**config.mk**
```make
export PLATFORM = sky130hd
export DESIGN_NAME = back_emf_zero_cross_detect
export DESIGN_NICKNAME = d
export VERILOG_FILES = /design/src/verilog/back_emf_zc_pkg.sv /design/src/verilog/back_emf_zero_cross_detect.sv
export SDC_FILE = /design/constraint.sdc
export NUM_CORES = 1
export LEC_CHECK = 0
export ABC_AREA = 0
export BUFFER_PORTS_ARGS = -buffer_cell sky130_fd_sc_hd__buf_2
export CELL_PAD_IN_SITES_DETAIL_PLACEMENT = 0
export CELL_PAD_IN_SITES_GLOBAL_PLACEMENT = 1
export CORE_MARGIN = 3
export CORE_UTILIZATION = 42
export CTS_CLUSTER_SIZE = 30
export DETAILED_ROUTE_END_ITERATION = 7
export PLACE_DENSITY_LB_ADDON = 0.1
export SLEW_MARGIN = 25
export SYNTH_ARGS = -nofsm -noshare
export SYNTH_HDL_FRONTEND = slang
export SYNTH_SLANG_ARGS = --single-unit
```
**constraint.sdc**
```tcl
create_clock -name mclk -period 2.5 [get_ports mclk]
set_input_delay 0.375 -clock mclk [delete_from_list [all_inputs] [get_ports mclk]]
set_output_delay 0.375 -clock mclk [all_outputs]
set_load 0.01 [all_outputs]
```
**src/verilog/back_emf_zc_pkg.sv**
```systemverilog
// package: constants and carrier types for the back-emf zero-crossing chain
package back_emf_zc_pkg;
  localparam int unsigned CLK_HZ = 40000000;
  localparam int unsigned RESULT_W = 12;
  localparam int unsigned EVAL_CYCLES = 25;
  localparam int unsigned NUM_TIMING_SETS = 4;
  localparam logic [11:0] UPPER_THRESHOLD_RST = 12'h7FF;
  localparam logic [11:0] LOWER_THRESHOLD_RST = 12'h000;
  localparam logic [7:0] PRECHARGE_RST = 8'h03;
  localparam logic [7:0] SAMPLE_CYCLES_RST = 8'h08;
  localparam logic [1:0] TIMING_SET_ZERO = 2'h0;
  localparam int unsigned CONV_DIV = 4;
  localparam int unsigned PWM_PERIOD_NS = 50000;
  localparam int unsigned CLK_PERIOD_NS = 1000000000 / CLK_HZ;
  localparam int unsigned PWM_PERIOD_CYC = PWM_PERIOD_NS / CLK_PERIOD_NS;
  localparam int unsigned ROUTE_W = 53;
  localparam logic [23:0] ROUTE_ADDR_PH0 = 24'h000009;
  localparam logic [23:0] ROUTE_ADDR_PH1 = 24'h00000A;
  localparam logic [23:0] ROUTE_ADDR_PH2 = 24'h00000B;
  localparam int unsigned SHADOW_LOW_LSB = 0;
  localparam int unsigned SHADOW_HIGH_LSB = 24;
  localparam int unsigned CTRL_BITS_LSB = 48;
  localparam logic [1:0] RESULT_SEL_SHADOW_CNT = 2'h3;

  typedef struct packed {
    logic [7:0] precharge;
    logic [7:0] sample_cycles;
  } timing_set_t;

  typedef struct packed {
    logic [23:0] duty_result;
    logic [23:0] period_result;
    logic [7:0] edge_tally;
  } measure_t;

  typedef struct packed {
    logic [4:0] ctrl_bits;
    logic [23:0] shadow_high;
    logic [23:0] shadow_low;
  } route_word_t;
endpackage

```
**src/verilog/back_emf_zero_cross_detect.sv**
```systemverilog
// three-phase back-emf zero-crossing detector: converter, watchdog, capture, routed output
`timescale 1ns/10ps
module back_emf_zero_cross_detect
  import back_emf_zc_pkg::*;
#(
  parameter int unsigned PHASES = 3,
  parameter int unsigned PWM_CYC = PWM_PERIOD_CYC
)(
  input wire logic mclk, // 40 MHz capture clock
  input wire logic rst_b, // async reset, active low
  input wire logic converter_power_down, // 1 holds converters idle
  input wire logic inject_hw_trigger_on, // enables hardware conversion start
  input wire logic result_overwrite_on, // new result replaces unread one
  input wire logic start_request, // global start of trigger pwm only; outputs follow routing_on
  input wire logic routing_on, // forward filtered level to output channels
  input wire logic [1:0] timing_set_select [PHASES], // per-channel timing set
  input wire back_emf_zc_pkg::timing_set_t timing_sets [NUM_TIMING_SETS], // timing sets
  input wire logic [11:0] upper_threshold, // watchdog high threshold
  input wire logic [11:0] lower_threshold, // watchdog low threshold
  input wire logic [11:0] phase_sample [PHASES], // analog front-end result per phase
  input wire logic result_read [PHASES], // software consumed result
  output logic conversion_trigger_pwm, // trigger pwm, 50 percent
  output logic [11:0] conv_result [PHASES], // latest conversion result
  output logic conv_done [PHASES], // end-of-conversion request pulse
  output logic watchdog_pulse [PHASES], // one-cycle crossover pulse
  output logic filtered_level [PHASES], // deglitched capture level
  output back_emf_zc_pkg::measure_t measure [PHASES], // duty, period, edge tally
  output back_emf_zc_pkg::route_word_t routed_word [PHASES], // output channel shadows
  output logic hall_level [PHASES] // hall-like output pin
);
  import back_emf_zc_pkg::*;

  localparam int unsigned CW = $clog2(PWM_CYC + 1);
  localparam logic [CW-1:0] PER_MAX = CW'(PWM_CYC - 1);
  localparam logic [CW-1:0] HALF = CW'(PWM_CYC / 2);
  localparam logic [CW-1:0] FALL_FILT = CW'(PWM_CYC - 2);
  localparam logic [1:0] DIV_MAX = 2'(CONV_DIV - 1);

  typedef enum logic [1:0] {
    CONV_IDLE = 2'b00,
    CONV_RUN = 2'b01,
    CONV_DONE = 2'b11
  } conv_state_t;

  function automatic logic [9:0] conv_len(input timing_set_t ts);
    conv_len = 10'(ts.precharge) + 10'(ts.sample_cycles) + 10'(EVAL_CYCLES);
  endfunction

  // crossover test: above the upper threshold, not below the lower one
  function automatic logic over_window(input logic [11:0] smp, input logic [11:0] lo,
    input logic [11:0] hi);
    over_window = (smp >= lo) && (smp > hi);
  endfunction

  function automatic logic rose_now(input logic cur, input logic prev);
    rose_now = cur && !prev;
  endfunction

  function automatic logic fell_now(input logic cur, input logic prev);
    fell_now = !cur && prev;
  endfunction

  // start/power synchronisers: these come from software timing, not this clock
  logic start_s1_q;
  logic start_s2_q;
  logic pd_s1_q;
  logic pd_s2_q;
  always_ff @(posedge mclk or negedge rst_b)
  begin
    if (!rst_b)
    begin
      start_s1_q <= 1'b0;
      start_s2_q <= 1'b0;
      pd_s1_q <= 1'b1;
      pd_s2_q <= 1'b1;
    end
    else
    begin
      start_s1_q <= start_request;
      start_s2_q <= start_s1_q;
      pd_s1_q <= converter_power_down;
      pd_s2_q <= pd_s1_q;
    end
  end

  // trigger pwm: started by global request, high first half
  logic running_q;
  logic [CW-1:0] pwm_cnt_q;
  logic trig_prev_q;
  always_ff @(posedge mclk or negedge rst_b)
  begin
    if (!rst_b)
    begin
      running_q <= 1'b0;
      pwm_cnt_q <= '0;
      conversion_trigger_pwm <= 1'b0;
      trig_prev_q <= 1'b0;
    end
    else
    begin
      if (start_s2_q)
        running_q <= 1'b1;
      if (running_q)
        pwm_cnt_q <= (pwm_cnt_q == PER_MAX) ? '0 : pwm_cnt_q + 1'b1;
      conversion_trigger_pwm <= running_q && (pwm_cnt_q < HALF);
      trig_prev_q <= conversion_trigger_pwm;
    end
  end

  // falling edge at mid-period samples during the on-time
  logic trig_fall;
  assign trig_fall = fell_now(conversion_trigger_pwm, trig_prev_q);

  // converter runs on every fourth edge, i.e. 10 MHz locked to mclk
  logic [1:0] div_q;
  always_ff @(posedge mclk or negedge rst_b)
  begin
    if (!rst_b)
      div_q <= '0;
    else
      div_q <= (div_q == DIV_MAX) ? 2'h0 : div_q + 2'h1;
  end

  genvar g;
  generate
    for (g = 0; g < PHASES; g++)
    begin : g_phase
      conv_state_t st_q;
      logic [9:0] cc_q;
      logic pend_q;
      logic unread_q;
      logic conv_start;
      logic accept;
      logic [11:0] samp_s1_q;
      logic [11:0] samp_s2_q;
      timing_set_t ts;
      assign ts = timing_sets[timing_set_select[g]];
      assign conv_start = (st_q == CONV_IDLE) && pend_q && (div_q == 2'h0);
      assign accept = (st_q == CONV_DONE) && (result_overwrite_on || !unread_q);

      // the divided phase level is quasi-static across a conversion; a level that
      // moves while it is captured costs at most one stale result, never a hang
      always_ff @(posedge mclk or negedge rst_b)
      begin
        if (!rst_b)
        begin
          samp_s1_q <= '0;
          samp_s2_q <= '0;
        end
        else
        begin
          samp_s1_q <= phase_sample[g];
          samp_s2_q <= samp_s1_q;
        end
      end

      // a new trigger wins over the start that consumes the previous one
      always_ff @(posedge mclk or negedge rst_b)
      begin
        if (!rst_b)
          pend_q <= 1'b0;
        else if (trig_fall && inject_hw_trigger_on && !pd_s2_q)
          pend_q <= 1'b1;
        else if (conv_start)
          pend_q <= 1'b0;
      end

      // set wins over read: a fresh result is always reported unread
      always_ff @(posedge mclk or negedge rst_b)
      begin
        if (!rst_b)
          unread_q <= 1'b0;
        else if (accept)
          unread_q <= 1'b1;
        else if (result_read[g])
          unread_q <= 1'b0;
      end

      always_ff @(posedge mclk or negedge rst_b)
      begin
        if (!rst_b)
        begin
          st_q <= CONV_IDLE;
          cc_q <= '0;
          conv_result[g] <= '0;
          conv_done[g] <= 1'b0;
          watchdog_pulse[g] <= 1'b0;
        end
        else
        begin
          conv_done[g] <= 1'b0;
          watchdog_pulse[g] <= 1'b0;
          case (st_q)
            CONV_IDLE:
            begin
              if (conv_start)
              begin
                cc_q <= conv_len(ts) - 10'h1;
                st_q <= CONV_RUN;
              end
            end
            CONV_RUN:
            begin
              if (pd_s2_q)
                st_q <= CONV_IDLE;
              else if (div_q == DIV_MAX)
              begin
                if (cc_q == '0)
                  st_q <= CONV_DONE;
                else
                  cc_q <= cc_q - 10'h1;
              end
            end
            CONV_DONE:
            begin
              st_q <= CONV_IDLE;
              if (accept)
              begin
                conv_result[g] <= samp_s2_q;
                conv_done[g] <= 1'b1;
                // pulse each result above the upper threshold and not below the lower one; one cycle each
                watchdog_pulse[g] <= over_window(samp_s2_q, lower_threshold,
                  upper_threshold);
              end
            end
            default: st_q <= CONV_IDLE;
          endcase
        end
      end

      // input filter: rise immediate, fall after N-1 clocks without a pulse
      logic [CW-1:0] flt_q;
      logic [CW-1:0] cnt_q;
      logic [CW-1:0] shadow_q;
      logic [7:0] tally_q;
      logic lvl_prev_q;
      always_ff @(posedge mclk or negedge rst_b)
      begin
        if (!rst_b)
        begin
          filtered_level[g] <= 1'b0;
          flt_q <= '0;
        end
        else if (watchdog_pulse[g])
        begin
          filtered_level[g] <= 1'b1;
          flt_q <= '0;
        end
        else if (filtered_level[g])
        begin
          if (flt_q == FALL_FILT)
          begin
            filtered_level[g] <= 1'b0;
            flt_q <= '0;
          end
          else
            flt_q <= flt_q + 1'b1;
        end
      end

      // pwm measurement, polarity high: duty from rise to fall
      always_ff @(posedge mclk or negedge rst_b)
      begin
        if (!rst_b)
        begin
          lvl_prev_q <= 1'b0;
          cnt_q <= '0;
          shadow_q <= '0;
          tally_q <= '0;
          measure[g] <= '0;
        end
        else
        begin
          lvl_prev_q <= filtered_level[g];
          if (rose_now(filtered_level[g], lvl_prev_q))
          begin
            measure[g].duty_result <= 24'(shadow_q);
            measure[g].period_result <= 24'(cnt_q);
            measure[g].edge_tally <= tally_q + 8'h1;
            tally_q <= tally_q + 8'h1;
            cnt_q <= CW'(1);
          end
          else
          begin
            if (fell_now(filtered_level[g], lvl_prev_q))
              shadow_q <= cnt_q;
            cnt_q <= cnt_q + 1'b1;
          end
        end
      end

      // routed output channel: word split and immediate output
      always_ff @(posedge mclk or negedge rst_b)
      begin
        if (!rst_b)
        begin
          routed_word[g] <= '0;
          hall_level[g] <= 1'b0;
        end
        else if (routing_on)
        begin
          routed_word[g].shadow_low <= measure[g].duty_result;
          routed_word[g].shadow_high <= measure[g].period_result;
          routed_word[g].ctrl_bits <= {4'h0, filtered_level[g]};
          // one-cycle routing interval cannot see single-clock gaps
          if (filtered_level[g] || lvl_prev_q)
            hall_level[g] <= 1'b1;
          else
            hall_level[g] <= 1'b0;
        end
      end
    end
  endgenerate
endmodule

```
==> results_dict.tcl <==
set metrics [dict create \
    postSynthCellCount 2156 \
    yosysWarnings 0 \
    place_hpwl_um 42100 \
    coreArea_sq_um 52900 \
    critPathRequiredTime_ps 3000 \
    max_slew_margin_pct 55.6 \
    nets 2903 \
    io_pins 516 \
    clk_latency_ps 580 \
    powerDensity_nw_per_um2 651 \
    dieArea_sq_um 56500 \
    grt_pass1_wl_um 88900 \
    fp.dieH_um 238 \
    cts_root_buf "clkbuf_16" \
    hold_path.class "primary input to register" \
    combinationalPowerShare_pct 14.1 \
    drt_iter0_markers 770 \
    place_congestion 0.888 \
    ir_drop_uv 458 \
    ys_dominant_reg_cell "dfrtp_1" \
    cts.sinks 443 \
    setup_slack_ps 81.8 \
    fillerInstances 4812 \
    drc_errors 0 \
    grt_max_degree 81 \
    tns_ps 0 \
    clockBufferDepth 3 \
    setup.worst_path.start_class "primary input" \
    grt_setup_unrepaired "false" \
    hold_ws_ps 162 \
    start_util_pct 42.6 \
    row_count 84 \
    slew_violations 0 \
    grtUsageTotal_pct 19.3 \
    routed_via_density 4.94 \
    clkPwrFrac_pct 43.9 \
    avgSynthCellArea_sq_um 10.5 \
    grt_pass1_vias 16598 \
    syn_to_final_growth_pct 22.6 \
    postCtsSetupBuffers 0 \
    power.leakage_uw 0.0145 \
    tightest_slew_ps 665 \
    synth_area_sq_um 22500 \
    die_x_um 238 \
    final.setup_skew_ps 18.5 \
    ant_nets 0 \
    placed_area_sq_um 25400 \
    synth_edf_count 0 \
    period_minus_slack_ps 2420 \
    drive_gt1_share_pct 27.6 \
    final_cell_mix "441 x dfrtp_1, 395 x nand2_1, 344 x buf_2, 168 x conb_1, 121 x nor2_1" \
    cts_buffers 49 \
    power_frac_seq_pct 42.1 \
    cp_max_fo 5 \
    antenna_found_initial 2 \
    pre_cts_slack_ps -623 \
    seq_area_frac_synth_pct 49.2 \
    period_share_pct 96.7 \
    power_switching_uw 4500 \
    design_area_sq_um 27600 \
    htree_levels 2 \
    power.switching_fraction_pct 25.0 \
    cp.arrival_ps 2910 \
    dr_total_vias 16565 \
    hold_viol 0 \
    drv_cap 0 \
    critPathKind "primary input to register" \
    cts_tree "done" \
    ys_seq_elements 443 \
    wl_um 55300 \
    gr-total-overflow 0 \
    portBuffers 347 \
    synth_cell_types 66 \
    synthArstFlopShare_pct 100 \
    endpoint_kind "register" \
    cell_internal_pwr_uw 13500 \
    fmax_mhz 414 \
    wl_per_cell_um 16.5 \
    status "complete, no violations" \
    final_common_cell "dfrtp_1" \
    setup_viol 0 \
    total_power_uw 18000 \
    clkTransAtPathRegs_ps 60 \
    first_pass_iters 5 \
]
worst max-delay path, stage by stage:
cell	delay (ps)
buf_6	110
buf_6	130
mux4_2	550
ha_4	300
ha_4	140
inv_2	40
fa_2	360
nor2b_4	150
o31ai_4	90
mux2_4	310
a31oi_4	160
a21oi_1	50
o21ai_1	140
metrics by stage:
stage / util [%] / cells
global route: 52.3 / 3353
detailed placement: 48.0 / 3218
global placement: 48.0 / 3218
floorplan: - / 2323
CTS: 52.2 / 3351
finish: 52.3 / 3353
flip-flops by register name (all words and copies together) (netlist names), 3 cells and up:
signal and cells:
g_phase.samp_s1_q 36, pwm_cnt_q 11, conv_result 36, watchdog_pulse 3, g_phase.shadow_q 33, routed_word 69
g_phase.cc_q 30, g_phase.st_q 6, g_phase.unread_q 3, conv_done 3, g_phase.lvl_prev_q 3, g_phase.samp_s2_q 36
g_phase.cnt_q 33, hall_level 3, filtered_level 3, g_phase.pend_q 3, g_phase.flt_q 33, measure 66
g_phase.tally_q 24
layout make-up:
cell class	count	area [sq um]	area share, %
flip-flops and latches	443	11100	40.1
well taps	688	861	3.12
inverters	91	342	1.24
clock inverters	28	425	1.54
multi-input cells	1551	10500	38.0
clock buffers	63	1370	4.95
repair buffers	487	3040	11.0
diodes	2	5.00	0.0181
power by group through the flow:
| stage | combinational [uW] | clock, uW | sequential (uW) |
|---|---|---|---|
| 6_report | 2530 | 7890 | 7570 |
| 3_5_place_dp | 2440 | 0 | 7700 |
| 2_1_floorplan | 1740 | 0 | 7640 |
| 5_1_grt | 2850 | 8450 | 7600 |
| 3_3_place_gp | 2410 | 0 | 7690 |
| 4_1_cts | 2510 | 8130 | 7570 |
cell families (layout without fill, tap and decap cells):
logic type / Yosys count / count (layout) / share of synthesized area (%)
xor+xnor: 53 / 53 / 2.06
other cells: 1 / 170 / 0.0166
compound gates: 295 / 295 / 7.89
simple gates: 743 / 743 / 14.7
flops: 443 / 443 / 49.2
fa+ha+maj: 140 / 140 / 7.87
buf+inv: 329 / 669 / 8.31
mux: 152 / 152 / 9.98
Yosys cell counts, drive strengths merged (7+ instances only):
cell type	count	area [sq um]
buf	173	1290
o22ai	7	43.8
nor3	32	160
nand4	32	200
o21a	10	75.1
nand2	395	1480
o21ai	112	561
mux4	48	1080
nand2b	28	175
inv	91	342
nor2b	16	100
a21o	20	150
nand3	47	235
a211oi	9	67.6
o31ai	9	67.6
dfrtp	441	11000
ha	137	1710
and3	22	138
xor2	21	184
mux2	103	1160
xnor2	32	280
nor2	122	458
or3	8	50.1
a21oi	73	365
a31oi	19	134
clkbuf	65	244
or2	8	50.1
layer usage:
metal | wire, um | global-route usage [%] | up-vias
met2 | 26200 | 31.9 | 376
met4 | 1220 | 5.24 | 0
met1 | 25200 | 26.3 | 8075
li1 | - | - | 8040
met3 | 2640 | 3.57 | 74
met5 | 0 | 0 | -
repair_timing:
item,CTS,global route
hold endpoints to repair,85,0
hold buffers,42,0
resized for setup,0,10
setup endpoints to repair,0,4
final timing paths:
check / endpoint / startpoint / slack (ps) / cells after the start
setup / recovery: g_phase[2].cc_q[7] / timing_set_select[0] / 80 / 13
hold / removal: hall_level[1] / routing_on / 160 / 2
setup reg to reg: g_phase[0].cc_q[7] / g_phase[0].cc_q[0] / 190 / 8
hold reg to reg: g_phase[1].samp_s2_q[1] / g_phase[1].samp_s1_q[1] / 350 / 0
max in group asynchronous: conv_result[35] / rst_b / 1310 / 4
min in group asynchronous: routed_word[137] / rst_b / 340 / 2
Power figures use the tool's default switching activity.
